--- src/verilog/dlmc_pkg.sv ---
// Shared constants for the deframer lane mode configuration ends
package dlmc_pkg;
   // Device register offsets on the configuration channel
   localparam logic [11:0] OFF_STATUS = 12'h030;
   localparam logic [11:0] OFF_LANES = 12'h453;
   localparam logic [11:0] OFF_OCT_M1 = 12'h454;
   localparam logic [11:0] OFF_FRAMES = 12'h455;
   localparam logic [11:0] OFF_CONV = 12'h456;
   localparam logic [11:0] OFF_RES = 12'h457;
   localparam logic [11:0] OFF_SUBNP = 12'h458;
   localparam logic [11:0] OFF_VERS = 12'h459;
   localparam logic [11:0] OFF_DENS = 12'h45A;
   localparam logic [11:0] OFF_DESKEW = 12'h46C;
   localparam logic [11:0] OFF_OCT_TRUE = 12'h476;
   localparam logic [11:0] OFF_LANE_EN = 12'h47D;
   // Field positions
   localparam int SCRAMBLE_BIT = 7;
   localparam int DENSITY_BIT = 7;
   localparam int CFG_ERR_BIT = 3;
   localparam int COUNT_MSB = 4;
   localparam int TOP_LSB = 5;
   // Reset value of every configuration register
   localparam logic [7:0] CFG_RESET = 8'h00;
   // Field values used by the controller
   localparam logic [7:0] RES_16BIT = 8'h0F;
   localparam logic [7:0] NP_16BIT = 8'h0F;
   localparam logic [2:0] VERSION_B = 3'h1;
   localparam logic [7:0] K_16 = 8'h0F;
   localparam logic [7:0] K_32 = 8'h1F;
   localparam logic [7:0] HD_SET = 8'h80;
   localparam logic [7:0] HD_CLEAR = 8'h00;
   localparam logic [7:0] MASK_4LANE = 8'h0F;
   localparam logic [7:0] MASK_2LANE = 8'h03;
   // Controller register byte offsets on Wishbone
   localparam logic [3:0] WB_CTRL = 4'h0;
   localparam logic [3:0] WB_STATUS = 4'h4;
   // Controller control fields
   localparam int CTRL_START = 0;
   localparam int CTRL_MODE_LSB = 1;
   localparam int CTRL_SCR = 3;
   localparam int CTRL_SUB1 = 4;
   localparam int CTRL_K32 = 5;
   // Controller mode selections
   localparam logic [1:0] SEL_MODE4 = 2'h0;
   localparam logic [1:0] SEL_MODE5 = 2'h1;
   localparam logic [1:0] SEL_MODE6 = 2'h2;
   // Index of the last step, the status read, in the programming sequence
   localparam logic [3:0] LAST_STEP = 4'hB;
   // Reported mode numbers
   localparam logic [3:0] MODE_NONE = 4'h0;
endpackage

--- src/verilog/dlmc_if.sv ---
// Configuration channel between controller and deframer register bank
interface dlmc_if;
   logic req;
   logic we;
   logic [11:0] addr;
   logic [7:0] wdata;
   logic [7:0] rdata;
   logic ack;
   modport host (output req, output we, output addr, output wdata, input rdata, input ack);
   modport dev (input req, input we, input addr, input wdata, output rdata, output ack);
endinterface

--- src/verilog/dlmc_mode_check.sv ---
// Decodes link parameters into a supported mode number or an error
module dlmc_mode_check (
   input wire logic [4:0] lanes_m1_i,
   input wire logic [7:0] conv_m1_i,
   input wire logic [7:0] oct_m1_i,
   input wire logic [4:0] samp_m1_i,
   output logic [3:0] mode_o,
   output logic unsupported_o
);
   // Match lane, converter, octet and sample counts against the mode table
   always_comb begin
      mode_o = dlmc_pkg::MODE_NONE;
      unique case ({lanes_m1_i, conv_m1_i, oct_m1_i, samp_m1_i})
         {5'h03, 8'h01, 8'h00, 5'h00}: mode_o = 4'h4;
         {5'h03, 8'h01, 8'h01, 5'h01}: mode_o = 4'h5;
         {5'h01, 8'h01, 8'h01, 5'h00}: mode_o = 4'h6;
         {5'h00, 8'h01, 8'h03, 5'h00}: mode_o = 4'h7;
         {5'h01, 8'h00, 8'h00, 5'h00}: mode_o = 4'h9;
         {5'h00, 8'h00, 8'h01, 5'h00}: mode_o = 4'hA;
         default: mode_o = dlmc_pkg::MODE_NONE;
      endcase
      unsupported_o = (mode_o == dlmc_pkg::MODE_NONE);
   end
endmodule // dlmc_mode_check

--- src/verilog/dlmc_dev.sv ---
// Deframer lane mode configuration register bank, device end
// Notes on behaviour
// - Host configures, then deskews, then enables lanes
// - Deskew mask bit x deskews lane x
// - Enable mask bit x enables lane x
// - Lane-count bit 7 enables descrambling
// - Lane-count bits 4:0 hold lanes minus one
// - Octets register holds octets minus one
// - Multiframe bits 4:0 hold frames minus one
// - Converter register holds converters minus one
// - Host keeps resolution bits 7:6 zero
// - Host sets resolution field to fifteen
// - Bits 7:5 select subclass
// - Bits 4:0 hold bits per sample minus one
// - Bits 7:5 encode link version
// - Density bit 7 selects high density
// - Host writes zero control words field
// - Separate register holds true octet count
// - Mode 4 host settings
// - Mode 5 host settings
// - Mode 6 host settings
// - One enable bit per lane
// - Single link modes 4 to 10, not 8
// - Flag unsupported lane/converter/octet/sample combination
//
// The Wishbone slave port was left to the implementer.

module dlmc_dev #(
   parameter int LANES = 4,
   parameter int OCTET = 8
) (
   input wire logic clk_i,
   input wire logic rst_i,
   dlmc_if.dev cfg,
   input wire logic [LANES*OCTET-1:0] lane_data_i,
   output logic [LANES*OCTET-1:0] lane_data_o,
   output logic [LANES-1:0] lane_capture_o,
   output logic descramble_en_o,
   output logic [4:0] lanes_m1_o,
   output logic [7:0] octets_m1_o,
   output logic [7:0] octets_o,
   output logic [4:0] frames_m1_o,
   output logic [7:0] conv_m1_o,
   output logic [2:0] subclass_o,
   output logic [4:0] np_m1_o,
   output logic [2:0] version_o,
   output logic [4:0] samples_m1_o,
   output logic high_density_o,
   output logic [7:0] deskew_mask_o,
   output logic [7:0] lane_enable_o,
   output logic [3:0] mode_o,
   output logic cfg_error_o
);
   // Configuration register bytes, one flop set each
   logic [7:0] lanes_q;
   logic [7:0] oct_m1_q;
   logic [7:0] frames_q;
   logic [7:0] conv_q;
   logic [7:0] res_q;
   logic [7:0] subnp_q;
   logic [7:0] vers_q;
   logic [7:0] dens_q;
   logic [7:0] deskew_q;
   logic [7:0] oct_true_q;
   logic [7:0] lane_en_q;
   // Channel answer and decoded state
   logic [7:0] rdata_q;
   logic ack_q;
   logic [3:0] mode_w;
   logic unsup_w;
   logic [3:0] mode_q;
   logic err_q;
   // Lane pipeline and capture flags
   logic [LANES*OCTET-1:0] data_q;
   logic [LANES-1:0] cap_q;
   logic wr;

   // Write strobe; a request still high in its ack cycle is not taken twice
   assign wr = cfg.req & cfg.we & ~ack_q;

   // Configuration register writes
   // Unmapped offsets and the read-only status byte are ignored
   always_ff @(posedge clk_i) begin
      if (rst_i) begin
         lanes_q <= dlmc_pkg::CFG_RESET;
         oct_m1_q <= dlmc_pkg::CFG_RESET;
         frames_q <= dlmc_pkg::CFG_RESET;
         conv_q <= dlmc_pkg::CFG_RESET;
         res_q <= dlmc_pkg::CFG_RESET;
         subnp_q <= dlmc_pkg::CFG_RESET;
         vers_q <= dlmc_pkg::CFG_RESET;
         dens_q <= dlmc_pkg::CFG_RESET;
         deskew_q <= dlmc_pkg::CFG_RESET;
         oct_true_q <= dlmc_pkg::CFG_RESET;
         lane_en_q <= dlmc_pkg::CFG_RESET;
      end else if (wr) begin
         unique case (cfg.addr)
            dlmc_pkg::OFF_LANES: lanes_q <= cfg.wdata;
            dlmc_pkg::OFF_OCT_M1: oct_m1_q <= cfg.wdata;
            dlmc_pkg::OFF_FRAMES: frames_q <= cfg.wdata;
            dlmc_pkg::OFF_CONV: conv_q <= cfg.wdata;
            dlmc_pkg::OFF_RES: res_q <= cfg.wdata;
            dlmc_pkg::OFF_SUBNP: subnp_q <= cfg.wdata;
            dlmc_pkg::OFF_VERS: vers_q <= cfg.wdata;
            dlmc_pkg::OFF_DENS: dens_q <= cfg.wdata;
            dlmc_pkg::OFF_DESKEW: deskew_q <= cfg.wdata;
            dlmc_pkg::OFF_OCT_TRUE: oct_true_q <= cfg.wdata;
            dlmc_pkg::OFF_LANE_EN: lane_en_q <= cfg.wdata;
            default: ;
         endcase
      end
   end

   // Read back and one-cycle acknowledge
   // Read data holds until the next accepted request
   always_ff @(posedge clk_i) begin
      if (rst_i) begin
         ack_q <= 1'b0;
         rdata_q <= 8'h00;
      end else begin
         ack_q <= cfg.req & ~ack_q;
         if (cfg.req & ~ack_q) begin
            unique case (cfg.addr)
               dlmc_pkg::OFF_STATUS: rdata_q <= 8'(err_q) << dlmc_pkg::CFG_ERR_BIT;
               dlmc_pkg::OFF_LANES: rdata_q <= lanes_q;
               dlmc_pkg::OFF_OCT_M1: rdata_q <= oct_m1_q;
               dlmc_pkg::OFF_FRAMES: rdata_q <= frames_q;
               dlmc_pkg::OFF_CONV: rdata_q <= conv_q;
               dlmc_pkg::OFF_RES: rdata_q <= res_q;
               dlmc_pkg::OFF_SUBNP: rdata_q <= subnp_q;
               dlmc_pkg::OFF_VERS: rdata_q <= vers_q;
               dlmc_pkg::OFF_DENS: rdata_q <= dens_q;
               dlmc_pkg::OFF_DESKEW: rdata_q <= deskew_q;
               dlmc_pkg::OFF_OCT_TRUE: rdata_q <= oct_true_q;
               dlmc_pkg::OFF_LANE_EN: rdata_q <= lane_en_q;
               default: rdata_q <= 8'h00;
            endcase
         end
      end
   end

   // Channel answer straight from the flops
   assign cfg.ack = ack_q;
   assign cfg.rdata = rdata_q;

   // Supported mode decode
   // Only L, M, F and S are compared; K, N and NP are not checked
   dlmc_mode_check u_check (
      .lanes_m1_i(lanes_q[dlmc_pkg::COUNT_MSB:0]),
      .conv_m1_i(conv_q),
      .oct_m1_i(oct_m1_q),
      .samp_m1_i(vers_q[dlmc_pkg::COUNT_MSB:0]),
      .mode_o(mode_w),
      .unsupported_o(unsup_w)
   );

   // Registered mode and configuration error flag
   // Flag starts set: all-zero registers form no supported mode
   // It follows the decode one cycle late, like the mode number
   always_ff @(posedge clk_i) begin
      if (rst_i) begin
         mode_q <= dlmc_pkg::MODE_NONE;
         err_q <= 1'b1;
      end else begin
         mode_q <= mode_w;
         err_q <= unsup_w;
      end
   end

   // Per-lane gating: capture flag needs deskew and enable, data passes on enable alone
   // A disabled lane reads as zero instead of holding stale data
   genvar g;
   generate
      for (g = 0; g < LANES; g++) begin : g_lane
         always_ff @(posedge clk_i) begin
            if (rst_i) begin
               cap_q[g] <= 1'b0;
               data_q[g*OCTET +: OCTET] <= '0;
            end else begin
               cap_q[g] <= lane_en_q[g] & deskew_q[g];
               data_q[g*OCTET +: OCTET] <= lane_en_q[g] ? lane_data_i[g*OCTET +: OCTET] : '0;
            end
         end
      end
   endgenerate

   // Lane outputs
   assign lane_data_o = data_q;
   assign lane_capture_o = cap_q;

   // Link parameter fields straight from the register flops
   assign descramble_en_o = lanes_q[dlmc_pkg::SCRAMBLE_BIT];
   assign lanes_m1_o = lanes_q[dlmc_pkg::COUNT_MSB:0];
   assign octets_m1_o = oct_m1_q;
   assign octets_o = oct_true_q;
   assign frames_m1_o = frames_q[dlmc_pkg::COUNT_MSB:0];
   assign conv_m1_o = conv_q;
   assign subclass_o = subnp_q[7:dlmc_pkg::TOP_LSB];
   assign np_m1_o = subnp_q[dlmc_pkg::COUNT_MSB:0];
   assign version_o = vers_q[7:dlmc_pkg::TOP_LSB];
   assign samples_m1_o = vers_q[dlmc_pkg::COUNT_MSB:0];
   assign high_density_o = dens_q[dlmc_pkg::DENSITY_BIT];

   // Lane masks, decoded mode and error flag
   assign deskew_mask_o = deskew_q;
   assign lane_enable_o = lane_en_q;
   assign mode_o = mode_q;
   assign cfg_error_o = err_q;
endmodule // dlmc_dev

--- src/flat_wrapper.sv ---
// flat-port wrapper written by rule: the top's interface ports become plain ports
module dlmc_dev_flat 
#(
   parameter int LANES = 4,
   parameter int OCTET = 8
)
  (clk_i, rst_i, lane_data_i, lane_data_o, lane_capture_o, descramble_en_o, lanes_m1_o, octets_m1_o, octets_o, frames_m1_o, conv_m1_o, subclass_o, np_m1_o, version_o, samples_m1_o, high_density_o, deskew_mask_o, lane_enable_o, mode_o, cfg_error_o, cfg_req, cfg_we, cfg_addr, cfg_wdata, cfg_rdata, cfg_ack);
  dlmc_if cfg_i ();
  input wire logic clk_i;
  input wire logic rst_i;
  input wire logic [LANES*OCTET-1:0] lane_data_i;
  output logic [LANES*OCTET-1:0] lane_data_o;
  output logic [LANES-1:0] lane_capture_o;
  output logic descramble_en_o;
  output logic [4:0] lanes_m1_o;
  output logic [7:0] octets_m1_o;
  output logic [7:0] octets_o;
  output logic [4:0] frames_m1_o;
  output logic [7:0] conv_m1_o;
  output logic [2:0] subclass_o;
  output logic [4:0] np_m1_o;
  output logic [2:0] version_o;
  output logic [4:0] samples_m1_o;
  output logic high_density_o;
  output logic [7:0] deskew_mask_o;
  output logic [7:0] lane_enable_o;
  output logic [3:0] mode_o;
  output logic cfg_error_o;
  input wire logic [$bits(cfg_i.req)-1:0] cfg_req;
  input wire logic [$bits(cfg_i.we)-1:0] cfg_we;
  input wire logic [$bits(cfg_i.addr)-1:0] cfg_addr;
  input wire logic [$bits(cfg_i.wdata)-1:0] cfg_wdata;
  output wire logic [$bits(cfg_i.rdata)-1:0] cfg_rdata;
  output wire logic [$bits(cfg_i.ack)-1:0] cfg_ack;
  assign cfg_i.req = cfg_req;
  assign cfg_i.we = cfg_we;
  assign cfg_i.addr = cfg_addr;
  assign cfg_i.wdata = cfg_wdata;
  assign cfg_rdata = cfg_i.rdata;
  assign cfg_ack = cfg_i.ack;
  dlmc_dev #(.LANES(LANES), .OCTET(OCTET)) u_core (.clk_i(clk_i), .rst_i(rst_i), .cfg(cfg_i), .lane_data_i(lane_data_i), .lane_data_o(lane_data_o), .lane_capture_o(lane_capture_o), .descramble_en_o(descramble_en_o), .lanes_m1_o(lanes_m1_o), .octets_m1_o(octets_m1_o), .octets_o(octets_o), .frames_m1_o(frames_m1_o), .conv_m1_o(conv_m1_o), .subclass_o(subclass_o), .np_m1_o(np_m1_o), .version_o(version_o), .samples_m1_o(samples_m1_o), .high_density_o(high_density_o), .deskew_mask_o(deskew_mask_o), .lane_enable_o(lane_enable_o), .mode_o(mode_o), .cfg_error_o(cfg_error_o));
endmodule
--- config.mk ---
export PLATFORM = sky130hd
export DESIGN_NAME = dlmc_dev_flat
export DESIGN_NICKNAME = d
export VERILOG_FILES = /design/src/verilog/dlmc_pkg.sv /design/src/verilog/dlmc_if.sv /design/src/verilog/dlmc_mode_check.sv /design/src/verilog/dlmc_dev.sv /design/src/flat_wrapper.sv
export SDC_FILE = /design/constraint.sdc
export NUM_CORES = 1
export LEC_CHECK = 0
export ABC_AREA = 1
export BUFFER_PORTS_ARGS = -buffer_cell sky130_fd_sc_hd__buf_2
export CAP_MARGIN = 20
export CORE_UTILIZATION = 43
export DETAILED_ROUTE_END_ITERATION = 8
export MAX_ROUTING_LAYER = met4
export PLACE_DENSITY = 0.69
export SLEW_MARGIN = 20
export SYNTH_ARGS = -nofsm -noshare
export SYNTH_HDL_FRONTEND = slang
export SYNTH_SLANG_ARGS = --single-unit
--- constraint.sdc ---
create_clock -name clk_i -period 1.7 [get_ports clk_i]
set_clock_uncertainty 0.05 [all_clocks]
set_input_delay 0.51 -clock clk_i [delete_from_list [all_inputs] [get_ports clk_i]]
set_output_delay 0.51 -clock clk_i [all_outputs]
set_load 0.02 [all_outputs]
# [Yosys cells after proc, flatten, opt, wreduce, memory -nomap -nowiden]
# Cells that the tools add are included.
[totals] regBits=138 in_bits=56 out_inout_bits=118 word_cells=71
[op_classes] n_eq_ne=18 n_mux=2 bitwise_logic=12 reduce_logical=16
[op_table] cell="$eq A12 B11 Y1 const B" n=11
[op_table] cell="$pmux W8 S12" n=1
[op_table] cell="$eq A26 B22 Y1 const B" n=2
[op_table] cell="$eq A26 B23 Y1 const B" n=2
[op_table] cell="$eq A26 B14 Y1 const B" n=1
[op_table] cell="$eq A26 B6 Y1 const B" n=1
[op_table] cell="$pmux W4 S6" n=1
[op_table] cell="$reduce_and A2 Y1" n=11
[op_table] cell="$eq A12 B6 Y1 const B" n=1
[op_table] cell="$reduce_or A2 Y1" n=4
[op_table] cell="$and A1 B1 Y1" n=7
[op_table] cell="$not A1 Y1" n=5
[op_table] cell="$logic_not A4 Y1" n=1

# [Depth between registers and ports, before layout]
# Gate-level depths: netlist of the first run.
[depth] depth_word=3 depth_mapped=11 ltp_nobuf=11

# [Cells and area by module]
# A second synthesis of the first run with hierarchy kept.
[unflattened] hier_cells=842 hier_area_um2=6140.9
[by_module_without_submodules] mod="dlmc_dev" n_inst=1 cells_per_inst=767 area_per_inst_um2=5806.8 seq_area_each_um2=2762.6
[by_module_without_submodules] mod="dlmc_mode_check" n_inst=1 cells_per_inst=75 area_per_inst_um2=334.1 seq_area_each_um2=0.0

# [Least setup slack after synthesis of the first run]
# OpenSTA, ideal clock, no wires.
[synth_path] path_kind="input -> register" startpoint="input cfg_req" endpoint="register u_core.conv_q[6], in the netlist u_core.conv_m1_o[6]" setup_ps=80 arrival_ps=1598 required_ps=1570 path_slack_ps=-28 stages=7 n_path_buf=1 path_cell_list="inv_1 > nor2_8 > nand2_4 > nor4_4 > buf_6 > nor2_1 > a211oi_2"
[synth_between] elab_chain_cells=3
[synth_rtl] item="start, declared" line_no="flat_wrapper.sv:29" source="input wire logic [$bits(cfg_i.req)-1:0] cfg_req;"
[synth_rtl] item="$and A1 B1 Y1 (2 in a row)" line_no="dlmc_dev.sv:79" source="assign wr = cfg.req & cfg.we & ~ack_q;"
[synth_rtl] item="$reduce_and A2 Y1 (no line)"
[synth_rtl] item="end signal, assigned" line_no="dlmc_dev.sv:88" source="conv_q <= dlmc_pkg::CFG_RESET;"
[synth_rtl] item="end signal, assigned" line_no="dlmc_dev.sv:101" source="dlmc_pkg::OFF_CONV: conv_q <= cfg.wdata;"
[synth_rtl] item="end, declared" line_no="dlmc_dev.sv:58" source="logic [7:0] conv_q;"
# No other way between the ends.
# A chain may end at the register's enable or synchronous reset.

# [Final worst setup path of the first run]
[layout_path] startpoint="register u_core.conv_q[4], in the netlist u_core.conv_m1_o[4]" endpoint="output conv_m1_o[4]"
[layout_lines] item="end, declared" line_no="flat_wrapper.sv:19" source="output logic [7:0] conv_m1_o;"
# No word-level cell between the ends.

==> metrics.txt, run 1 <==
cell family with most CP delay=flip-flops; Comb pwr share=0.051; first-pass GRT wire length=29.88 mm; Synth area leader=sky130_fd_sc_hd__dfxtp_1; critical path fanouts, max=4; R2R setup slack=0.11 ns; initial drt markers=541; cell internal power dissipation=~5600 uW; Max Buffers Root-to-Sink=2; count of nets left with antenna violations after detail routing=0; switching pwr=approximately 1600 uW; largest net degree at the start of global routing=47; synth warn=0; IO Port Bufs=173; Storage cell area=0.002764 sq mm; synthesized area per cell=7.464 sq um; final worst-path cycle share=0.9703; FMAX=606.2 MHz; HP Start=lane_data_i[5]; clk sink count=138; area grow syn2layout=33.33%; endpoint of the lowest-slack register-to-register path=u_core.lane_enable_o[6]; Hold Crit Depth=3; buffers and inverters on the worst path=1; required time reported for the critical path endpoint=1.14 ns; placed wire-length estimate after detailed placement=15.16 mm; run status=finished clean; Hold-fix buffers, CTS=0; die area=0.01419 sq mm; effective utilization at floorplan=0.4435; cell with the most instances after synthesis=sky130_fd_sc_hd__dfxtp_1; Post-synth top cells=sky130_fd_sc_hd__dfxtp_1, sky130_fd_sc_hd__nor2_1, sky130_fd_sc_hd__nand2_1, sky130_fd_sc_hd__a21oi_1, sky130_fd_sc_hd__nand3_1; start of the worst register-to-register path=u_core.cfg.ack; Placed Cells incl. Taps=1156; Register-to-Register Path Depth=8; final hold violations=0; sort of element at the end of the critical path=output port; # rows=42; CTS Buf Count=17; final number of max-transition violations=0; worst slew pin tran=0.3655 ns; shortest clock period the worst path allows after layout=1.650 ns; filler-free cell count of the finished design=1188; clk_lat worst skew=roughly 0.42 ns; share of the yosys chip area belonging to registers=0.4685; WS Path Type=flip-flop to output port; aggregate global-route resource usage=0.2888; sequential fraction of design power=0.448; Worst VDD drop=0.6068 mV; synthesis-stage register bit count=between 100 and 150; # DRC=0; async set-reset flop share out of synthesis=0; routed length per instance=16.36 um; switching part of the total=0.2270; Die H=119.1 um; launching element type of the critical path=flip-flop; synthesized instance count=790; worst slack at placement=-0.2556 ns; WHS Endpoint=u_core.lane_data_o[5]; fraction of power consumed by the clock network=0.501; count of max-cap constraint violations=0; fraction of post-synthesis cell area in the top cell type by area=0.4685; die width=around 120 um; Synth area leaders=sky130_fd_sc_hd__dfxtp_1, sky130_fd_sc_hd__a21oi_1, sky130_fd_sc_hd__nand3_1, sky130_fd_sc_hd__nor2_1, sky130_fd_sc_hd__o21ai_0; Post-synth top flop=sky130_fd_sc_hd__dfxtp_1; worst min-delay path class=primary input to flip-flop; worst hold slack=0.2540 ns; number of global-route vias before repair=5366; number of synthesized flops with an enable pin=0; router iterations before antenna repair=6; via total after detailed routing=around 6k; leakage power=0.003989 uW; filler cell count=1274; number of levels the H-tree was split into=4; Max stage delay on crit path=roughly 0.45 ns; sum of routed wire length over all layers=between 15 and 20 mm; net count of the mapped netlist=846; clock tree from TritonCTS=yes; sum of overflow across all layers after global routing=0; Floorplan Core Area=0.01330 sq mm; initial antenna violation count=0; netlist area before placement=0.005897 sq mm; fraction of layout instances using a drive strength above 1=0.2935; Slowest-stage cell, CP=sky130_fd_sc_hd__dfxtp_1; number of setup violations in the final report=0; GP Congestion=0.9420; via count normalized by instance count=5.097; worst path arrival time=between 1 and 1.5 ns; fin nets=1055; cell chain of the critical path=buf_2; IO Count=174; cell at the root of the clock tree=sky130_fd_sc_hd__clkbuf_16; setup repair after global routing missed its margin=no; Netlist cell types=26; power density normalized to cell area=920.3 mW/mm^2; Slew Limit Headroom=0.7557; diode insertion count for antenna repair=0; Clk pin slew, worst setup/hold paths=0.06 ns; fin worst setup slack=0.05047 ns; area used by multi-input combinational logic=about 0.0025 sq mm
## layer usage
layer / GRT usage / wire (um) / part of all wire
met1: 0.3739 / 8517 / 0.44
met2: 0.4513 / 8863 / 0.46
met3: 0.06322 / 1746 / 0.090
met4: 0.08386 / 306 / 0.016
met5: - / 0 / 0
## cell usage in the layout, fill, tap and decap left out
master and instances:
sky130_fd_sc_hd__a21oi_1 90, sky130_fd_sc_hd__a211oi_1 6, sky130_fd_sc_hd__o21ai_0 75, sky130_fd_sc_hd__and3_1 2, sky130_fd_sc_hd__clkinvlp_4 4, sky130_fd_sc_hd__inv_6 2, sky130_fd_sc_hd__nand2_4 2, sky130_fd_sc_hd__inv_2 7
sky130_fd_sc_hd__nor2_2 10, sky130_fd_sc_hd__nand2_2 4, sky130_fd_sc_hd__buf_12 8, sky130_fd_sc_hd__clkinv_2 1, sky130_fd_sc_hd__bufinv_16 1, sky130_fd_sc_hd__buf_4 49, sky130_fd_sc_hd__clkinv_4 1, sky130_fd_sc_hd__dfxtp_1 137
sky130_fd_sc_hd__nand3_1 84, sky130_fd_sc_hd__nand2_1 92, sky130_fd_sc_hd__nor3_1 1, sky130_fd_sc_hd__inv_1 75, sky130_fd_sc_hd__clkbuf_16 17, sky130_fd_sc_hd__nand3b_1 1, sky130_fd_sc_hd__clkbuf_8 5, sky130_fd_sc_hd__nor2_4 6
sky130_fd_sc_hd__clkbuf_1 2, sky130_fd_sc_hd__nor2_8 2, sky130_fd_sc_hd__nor4_4 2, sky130_fd_sc_hd__a211oi_2 2, sky130_fd_sc_hd__dfxtp_2 1, sky130_fd_sc_hd__o21ai_1 5, sky130_fd_sc_hd__buf_2 173, sky130_fd_sc_hd__clkinv_1 10
sky130_fd_sc_hd__nand4_1 27, sky130_fd_sc_hd__nor2_1 108
## power by group through the flow
stage	logic, uW	clock network [uW]	registers [uW]
finish	372	3630	3240
global route	402	3840	3240
CTS	367	3660	3240
detailed placement	365	0	3310
global placement	366	0	3310
floorplan	160	0	3310
## flip-flops by register name (all words and copies together), names as in the netlist
signal and count:
u_core.lane_data_o 32, u_core.cfg.rdata 8, u_core.conv_m1_o 8, u_core.dens_q 8, u_core.deskew_mask_o 8, u_core.frames_q 8, u_core.lane_enable_o 8, u_core.lanes_q 8
u_core.octets_m1_o 8, u_core.octets_o 8, u_core.res_q 8, u_core.subnp_q 8, u_core.vers_q 8, u_core.lane_capture_o 4, u_core.mode_o 4, u_core.cfg.ack 1
u_core.cfg_error_o 1
## logic make-up (layout without fill, tap and decap cells)
family          count (synthesis)  count (layout)  synth area share
buf+inv                       133             355            0.1027
flops                         138             138            0.4685
simple gates                  341             341            0.2726
compound gates                178             178            0.1562
## how the worst max path moves through the flow
stage / from / end / cells after the start
after global placement: cfg_addr[10] / u_core.cfg.rdata[4] / 11
final: u_core.conv_m1_o[4] / conv_m1_o[4] / 1
after detailed placement: cfg_addr[0] / u_core.cfg.rdata[2] / 11
after floorplan: cfg_addr[10] / u_core.conv_m1_o[6] / 7
after global routing: u_core.octets_m1_o[1] / octets_m1_o[1] / 1
after CTS: u_core.conv_m1_o[4] / conv_m1_o[4] / 1
## timing repair
action                                  in CTS  in global routing
pin swaps                                    0                  1
buffers inserted                             0                  0
resized for setup                            1                  4
endpoints found under the setup margin       1                 27
## cell type report
class / instances / area share
clock buffers: 24 / 0.06381
flip-flops and latches: 138 / 0.3515
well taps: 176 / 0.02801
clock inverters: 8 / 0.01066
repair buffers: 230 / 0.1773
multi-input cells: 519 / 0.3238
inverters: 93 / 0.04488
## stage by stage
| step | total power (uW) | util | setup TNS, ns | cell area, sq um |
|---|---|---|---|---|
| floorplan | 3471 | - | 0 | 5897 |
| global placement | 3675 | 0.5462 | -12.81 | 7262 |
| detailed placement | 3674 | 0.5462 | -14.70 | 7262 |
| CTS | 7267 | 0.5903 | 0 | 7849 |
| global route | 7480 | 0.5914 | 0 | 7863 |
| finish | 7236 | 0.5914 | 0 | 7863 |
Note: power is estimated with default switching activity, not from simulation.
==> inputs of run 2 (changes only) <==
- ABC_AREA: 1 -> 0
==> metrics.txt, run 2 <==
placed wire-length estimate after detailed placement=17.18 mm (+13%); commonest non-fill, non-tap cell in the layout=sky130_fd_sc_hd__buf_2; fraction of post-synthesis cell area in the top cell type by area=0.4619 (-0.006567); filler-free cell count of the finished design=1110 (-6.6%); Hold Crit Depth=2 (-1); Netlist cell types=62 (+140%); area grow syn2layout=54.23%; routed length per instance=21.49 um (+31%); Storage cell area=0.002790 sq mm (+0.95%); critical path fanouts, max=8 (+4); WHS Endpoint=u_core.lane_data_o[24]; worst slew pin tran=0.5764 ns (+0.2108 ns); switching pwr=1772 uW (+7.9%); # rows=42 (unchanged); share of the yosys chip area belonging to registers=0.4619 (-0.006567); required time reported for the critical path endpoint=1.95 ns (+0.81 ns); via total after detailed routing=6205 (+2.5%); initial drt markers=494 (-8.7%); worst path arrival time=2.20 ns (+1.11 ns); Placed Cells incl. Taps=1063 (-8.0%); Max Buffers Root-to-Sink=2 (unchanged); fraction of power consumed by the clock network=0.507 (+0.006); overall power of the completed layout=7726 uW (+6.8%); fraction of layout instances using a drive strength above 1=0.4737 (+0.1803); M1 GR Usage=0.4001 (+0.02621); start of the worst register-to-register path=u_core.conv_m1_o[3]; final worst-path cycle share=1.144 (+0.1735); die area=0.01438 sq mm (+1.4%); count of nets left with antenna violations after detail routing=0 (unchanged); synthesis-stage register bit count=138 (unchanged); # DRC=0 (unchanged); Post-synth top cells=sky130_fd_sc_hd__dfxtp_1, sky130_fd_sc_hd__nor2_1, sky130_fd_sc_hd__nand2_1, sky130_fd_sc_hd__mux2i_1, sky130_fd_sc_hd__clkbuf_1; met2 Usage GRT=0.5700 (+0.1187); Hold-fix buffers, CTS=0 (unchanged); cell internal power dissipation=5954 uW (+6.5%); final hold violations=0 (unchanged); Synth area leader=sky130_fd_sc_hd__dfxtp_1; FMAX=514.3 MHz (-15%); aggregate global-route resource usage=0.3426 (+0.05381); final number of max-transition violations=0 (unchanged); worst min-delay path class=primary input to flip-flop; cell at the root of the clock tree=sky130_fd_sc_hd__clkbuf_16; leakage power=0.004179 uW (+4.7%); Die H=119.9 um (+0.70%); Post-synth top flop=sky130_fd_sc_hd__dfxtp_1; clock tree from TritonCTS=yes; synth warn=0 (unchanged); cell with the most instances after synthesis=sky130_fd_sc_hd__dfxtp_1; Synth area leaders=sky130_fd_sc_hd__dfxtp_1, sky130_fd_sc_hd__mux2i_1, sky130_fd_sc_hd__nor2_1, sky130_fd_sc_hd__and2_1, sky130_fd_sc_hd__nand2_1; max FFs per register=32 (unchanged); IO Port Bufs=173 (unchanged); Floorplan Core Area=0.01340 sq mm (+0.79%); WS Path Type=primary input to flip-flop; sum of overflow across all layers after global routing=0 (unchanged); fin worst setup slack=-0.2445 ns (-0.2950 ns); filler cell count=1084 (-15%); R2R setup slack=-0.21 ns (-0.32 ns); setup repair after global routing missed its margin=yes; Register-to-Register Path Depth=7 (-1); power density normalized to cell area=837.6 mW/mm^2 (-9.0%); global routing usage on met3=0.07700 (+0.01378); via count normalized by instance count=5.590 (+9.7%); sequential fraction of design power=0.419 (-0.029); count of max-cap constraint violations=0 (unchanged); Comb pwr share=0.074 (+0.023); synthesized instance count=656 (-17%); initial antenna violation count=1 (+1); number of setup violations in the final report=90 (+90); clk sink count=138 (unchanged); Slew Limit Headroom=0.6150 (-0.1407); fin nets=978 (-7.3%); worst hold slack=0.2329 ns (-0.02102 ns); Worst VDD drop=0.5486 mV (-9.6%); most crowded layer after global routing=met2; CTS Buf Count=17 (unchanged); number of levels the H-tree was split into=4 (unchanged); first-pass GRT wire length=35.21 mm (+18%); switching part of the total=0.2293 (+0.002352); net count of the mapped netlist=712 (-16%); effective utilization at floorplan=0.4463 (+0.002777); IO Count=174 (unchanged); largest net degree at the start of global routing=70 (+49%); number of synthesized flops with an enable pin=0 (unchanged); top library cells by usage in the layout, fill and taps aside=sky130_fd_sc_hd__buf_2, sky130_fd_sc_hd__dfxtp_1, sky130_fd_sc_hd__buf_4, sky130_fd_sc_hd__nor2_1, sky130_fd_sc_hd__mux2i_1; run status=finished with violations; synthesized area per cell=9.117 sq um (+22%); die width=119.9 um (+0.70%); clk_lat worst skew=0.43 ns (about the same); sort of element at the end of the critical path=flip-flop; Clk pin slew, worst setup/hold paths=0.06 ns (about the same); async set-reset flop share out of synthesis=0 (unchanged); endpoint of the lowest-slack register-to-register path=u_core.cfg_error_o; GP Congestion=0.9466 (+0.49%); area used by multi-input combinational logic=0.003430 sq mm (+35%); netlist area before placement=0.005981 sq mm (+1.4%); number of global-route vias before repair=6049 (+13%); launching element type of the critical path=primary input; violated checks=setup timing; HP Start=lane_data_i[24]; sum of routed wire length over all layers=23.85 mm (+23%); router iterations before antenna repair=5 (-1); shortest clock period the worst path allows after layout=1.945 ns (+0.2950 ns)
run 2: metal layers:
layer,share of wire,vias up
li1,-,2859
met1,0.40,2954
met2,0.48,346
met3,0.086,46
met4,0.026,0
met5,0,-
run 2: how the worst max path moves through the flow:
stage / startpoint / to / cells after the start
2_1_floorplan: cfg_addr[7] / u_core.res_q[0] / 6
3_3_place_gp: cfg_addr[0] / u_core.octets_m1_o[5] / 8
3_5_place_dp: cfg_addr[0] / u_core.octets_m1_o[4] / 8
4_1_cts: cfg_addr[11] / u_core.cfg.rdata[6] / 8
5_1_grt: cfg_addr[11] / u_core.res_q[0] / 7
6_report: cfg_addr[11] / u_core.res_q[0] / 7
run 2: what timing repair did:
| action | 4_1_cts | 5_1_grt |
|---|---|---|
| pin swaps | 42 | 45 |
| cloned | 1 | 2 |
| setup buffers | 6 | 8 |
| setup endpoints to repair | 108 | 104 |
| gates resized for setup | 90 | 54 |
run 2: cell families after synthesis:
group	share of synthesized area
and+or+nand+nor	0.2548
DFF	0.4619
AOI/OAI and AO/OA	0.1163
muxes	0.1121
buffers and inverters	0.04749
xor gates and xnor gates	0.007324
run 2: critical path: stages:
cell and delay [ns]:
sky130_fd_sc_hd__buf_6 0.10, sky130_fd_sc_hd__or4_4 0.58, sky130_fd_sc_hd__or2_4 0.29, sky130_fd_sc_hd__nor4_4 0.26
sky130_fd_sc_hd__buf_12 0.18, sky130_fd_sc_hd__mux2i_1 0.21, sky130_fd_sc_hd__nor2_1 0.07
run 2: stage by stage:
stage                     utilization  instance area, sq um  setup TNS (ns)  setup WS [ns]
final                          0.6883                  9224          -8.741        -0.2445
after global routing           0.6883                  9224          -12.83        -0.2703
after CTS                      0.6636                  8892          -7.426        -0.1973
after detailed placement       0.5884                  7885          -60.68        -0.7471
after global placement         0.5884                  7885          -60.03        -0.7694
after floorplan                     -                  6053          -56.11        -0.6871
run 2: power by group through the flow:
stage          logic (uW)  clock network (uW)  registers [uW]
2_1_floorplan         196                   0            3320
3_3_place_gp          483                   0            3310
3_5_place_dp          482                   0            3310
4_1_cts               525                3930            3240
5_1_grt               597                4090            3240
6_report              572                3910            3240
run 2: cell type report:
type,count,area share
Tap cell,176,0.02387
Sequential cell,138,0.3025
Clock inverter,11,0.01845
Multi-Input combinational cell,457,0.3718
Inverter,2,0.0008139
Timing Repair Buffer,306,0.2343
Antenna cell,1,0.0002713
Clock buffer,19,0.04802
==> inputs of run 3 (changes only) <==
- CORE_UTILIZATION: 43 -> 47
- PLACE_DENSITY: 0.69 -> 0.74
==> metrics.txt, run 3 (synthesis gave the netlist of run 2 again) <==
cell at the root of the clock tree=sky130_fd_sc_hd__clkbuf_16; via total after detailed routing=6230 (+0.40%); clk sink count=138 (unchanged); Clk pin slew, worst setup/hold paths=0.06 ns (about the same); WS Path Type=primary input to flip-flop; Die H=114.8 um (-4.3%); fraction of power consumed by the clock network=0.495 (-0.012); shortest clock period the worst path allows after layout=1.926 ns (-0.01896 ns); top library cells by usage in the layout, fill and taps aside=sky130_fd_sc_hd__buf_2, sky130_fd_sc_hd__dfxtp_1, sky130_fd_sc_hd__buf_4, sky130_fd_sc_hd__nor2_1, sky130_fd_sc_hd__mux2i_1; Storage cell area=0.002781 sq mm (-0.31%); Hold Crit Depth=2 (unchanged); IO Port Bufs=173 (unchanged); number of global-route vias before repair=5862 (-3.1%); fin nets=973 (-0.51%); die area=0.01318 sq mm (-8.4%); Floorplan Core Area=0.01221 sq mm (-8.9%); count of nets left with antenna violations after detail routing=0 (unchanged); placed wire-length estimate after detailed placement=16.28 mm (-5.2%); commonest non-fill, non-tap cell in the layout=sky130_fd_sc_hd__buf_2; sum of routed wire length over all layers=23.11 mm (-3.1%); final worst-path cycle share=1.133 (-0.01115); placed cell areas=0.007855 sq mm (-0.38%); switching part of the total=0.2306 (+0.001225); number of setup violations in the final report=73 (-19%); setup_tns=-6.603 ns (+2.138 ns); clk_lat worst skew=0.42 ns (about the same); overall power of the completed layout=7540 uW (-2.4%); effective utilization at floorplan=0.4898 (+0.04344); power density normalized to cell area=830.0 mW/mm^2 (-0.91%); number of levels the H-tree was split into=4 (unchanged); endpoint of the lowest-slack register-to-register path=u_core.cfg_error_o; FMAX=519.3 MHz (+0.98%); area used by multi-input combinational logic=0.003407 sq mm (-0.66%); router iterations before antenna repair=5 (unchanged); Hold-fix buffers, CTS=0 (unchanged); sequential fraction of design power=0.430 (+0.011); sum of overflow across all layers after global routing=0 (unchanged); routed length per instance=21.05 um (-2.0%); cell internal power dissipation=5802 uW (-2.6%); switching pwr=1739 uW (-1.9%); count of max-cap constraint violations=0 (unchanged); Register-to-Register Path Depth=7 (unchanged); violated checks=setup timing; run status=finished with violations; worst slew pin tran=0.5298 ns (-0.04658 ns); IO Count=174 (unchanged); GP Congestion=0.9650 (+1.9%); Placed Cells incl. Taps=1054 (-0.85%); initial antenna violation count=0 (-1); max FFs per register=32 (unchanged); via count normalized by instance count=5.674 (+1.5%); Worst VDD drop=0.6413 mV (+17%); start of the worst register-to-register path=u_core.conv_m1_o[4]; launching element type of the critical path=primary input; cell chain of the critical path=buf_6, or4_4, or2_4, nor4_4, buf_12, mux2i_1, nor2_1; final number of max-transition violations=0 (unchanged); # DRC=0 (unchanged); CTS Buf Count=17 (unchanged); first-pass GRT wire length=34.00 mm (-3.4%); filler-free cell count of the finished design=1098 (-1.1%); Max Buffers Root-to-Sink=2 (unchanged); filler cell count=911 (-16%); largest net degree at the start of global routing=54 (-23%); fin worst setup slack=-0.2256 ns (+0.01896 ns); leakage power=0.004095 uW (-2.0%); initial drt markers=451 (-8.7%); sort of element at the end of the critical path=flip-flop; diode insertion count for antenna repair=0 (-1); area grow syn2layout=51.90%; setup repair after global routing missed its margin=yes; Slew Limit Headroom=0.6461 (+0.03107); worst min-delay path class=primary input to flip-flop; clock tree from TritonCTS=yes; worst path arrival time=2.17 ns (-0.03 ns); HP Start=lane_data_i[30]; required time reported for the critical path endpoint=1.95 ns (about the same); # rows=40 (-4.8%); critical path fanouts, max=8 (unchanged); R2R setup slack=-0.18 ns (+0.03 ns); Max stage delay on crit path=0.60 ns (+0.02 ns); final hold violations=0 (unchanged); fraction of layout instances using a drive strength above 1=0.4581 (-0.01568); Slowest-stage cell, CP=sky130_fd_sc_hd__or4_4; aggregate global-route resource usage=0.3656 (+0.02301); Comb pwr share=0.075 (about the same); post-route cell area=0.009085 sq mm (-1.5%); die width=114.8 um (-4.3%); worst slack at placement=-0.8259 ns (-0.07881 ns); WHS Endpoint=u_core.lane_data_o[30]
-- run 3: cell count changes in the layout (fill, tap and decap cells not counted), moves of 3 or more --
cell	previous run	this run
sky130_fd_sc_hd__dfxtp_1	122	127
sky130_fd_sc_hd__nand2_2	19	9
sky130_fd_sc_hd__clkbuf_8	1	4
sky130_fd_sc_hd__buf_6	17	12
sky130_fd_sc_hd__dfxtp_2	13	9
sky130_fd_sc_hd__clkinv_2	3	0
sky130_fd_sc_hd__nand2_1	36	49
-- run 3: worst max-delay path: cells and delay by family --
family | cells | cell delay [ns]
buffers and inverters | 2 | 0.28
and+or+nand+nor | 4 | 1.16
muxes | 1 | 0.22
-- run 3: worst max path at each step --
stage            startpoint                    end  depth (start not counted)
6_report       cfg_addr[11]       u_core.vers_q[0]                          7
5_1_grt        cfg_addr[11]       u_core.vers_q[0]                          7
3_5_place_dp    cfg_addr[7]  u_core.octets_m1_o[5]                          7
4_1_cts        cfg_addr[11]        u_core.res_q[6]                          7
3_3_place_gp    cfg_addr[7]  u_core.octets_m1_o[2]                          7
2_1_floorplan   cfg_addr[7]        u_core.res_q[0]                          6
-- run 3: final cells by class --
cell class | instances | area share
clock buffers | 24 | 0.05412
multi-input cells | 457 | 0.3750
inverters | 2 | 0.0008263
flip-flops and latches | 138 | 0.3062
well taps | 168 | 0.02314
clock inverters | 8 | 0.01212
repair buffers | 301 | 0.2286
-- run 3: metrics by stage --
stage	utilization	hold slack, ns
5_1_grt	0.7440	0.2242
6_report	0.7440	0.2354
2_1_floorplan	-	0.3820
3_5_place_dp	0.6432	0.4073
4_1_cts	0.7252	0.2206
3_3_place_gp	0.6432	0.3903
-- run 3: per-layer routing --
layer	GRT usage	vias up	routed length, um	part of all wire
met4	0.1550	0	689	0.030
met1	0.4373	2994	9380	0.41
met3	0.06378	48	1722	0.075
met5	-	-	0	0
li1	-	2861	-	-
met2	0.6077	327	11320	0.49
-- run 3: power groups by stage --
| stage | sequential, uW | clock, uW | combinational, uW |
|---|---|---|---|
| floorplan | 3320 | 0 | 196 |
| global placement | 3310 | 0 | 475 |
| detailed placement | 3310 | 0 | 476 |
| CTS | 3240 | 3750 | 535 |
| global route | 3240 | 3900 | 590 |
| finish | 3240 | 3730 | 567 |
-- run 3: timing repair --
| action | in CTS | in global routing |
|---|---|---|
| pin swaps | 28 | 45 |
| endpoints found under the setup margin | 106 | 105 |
| setup buffers | 8 | 5 |
| resized for setup | 81 | 45 |
| gates cloned | 1 | 0 |
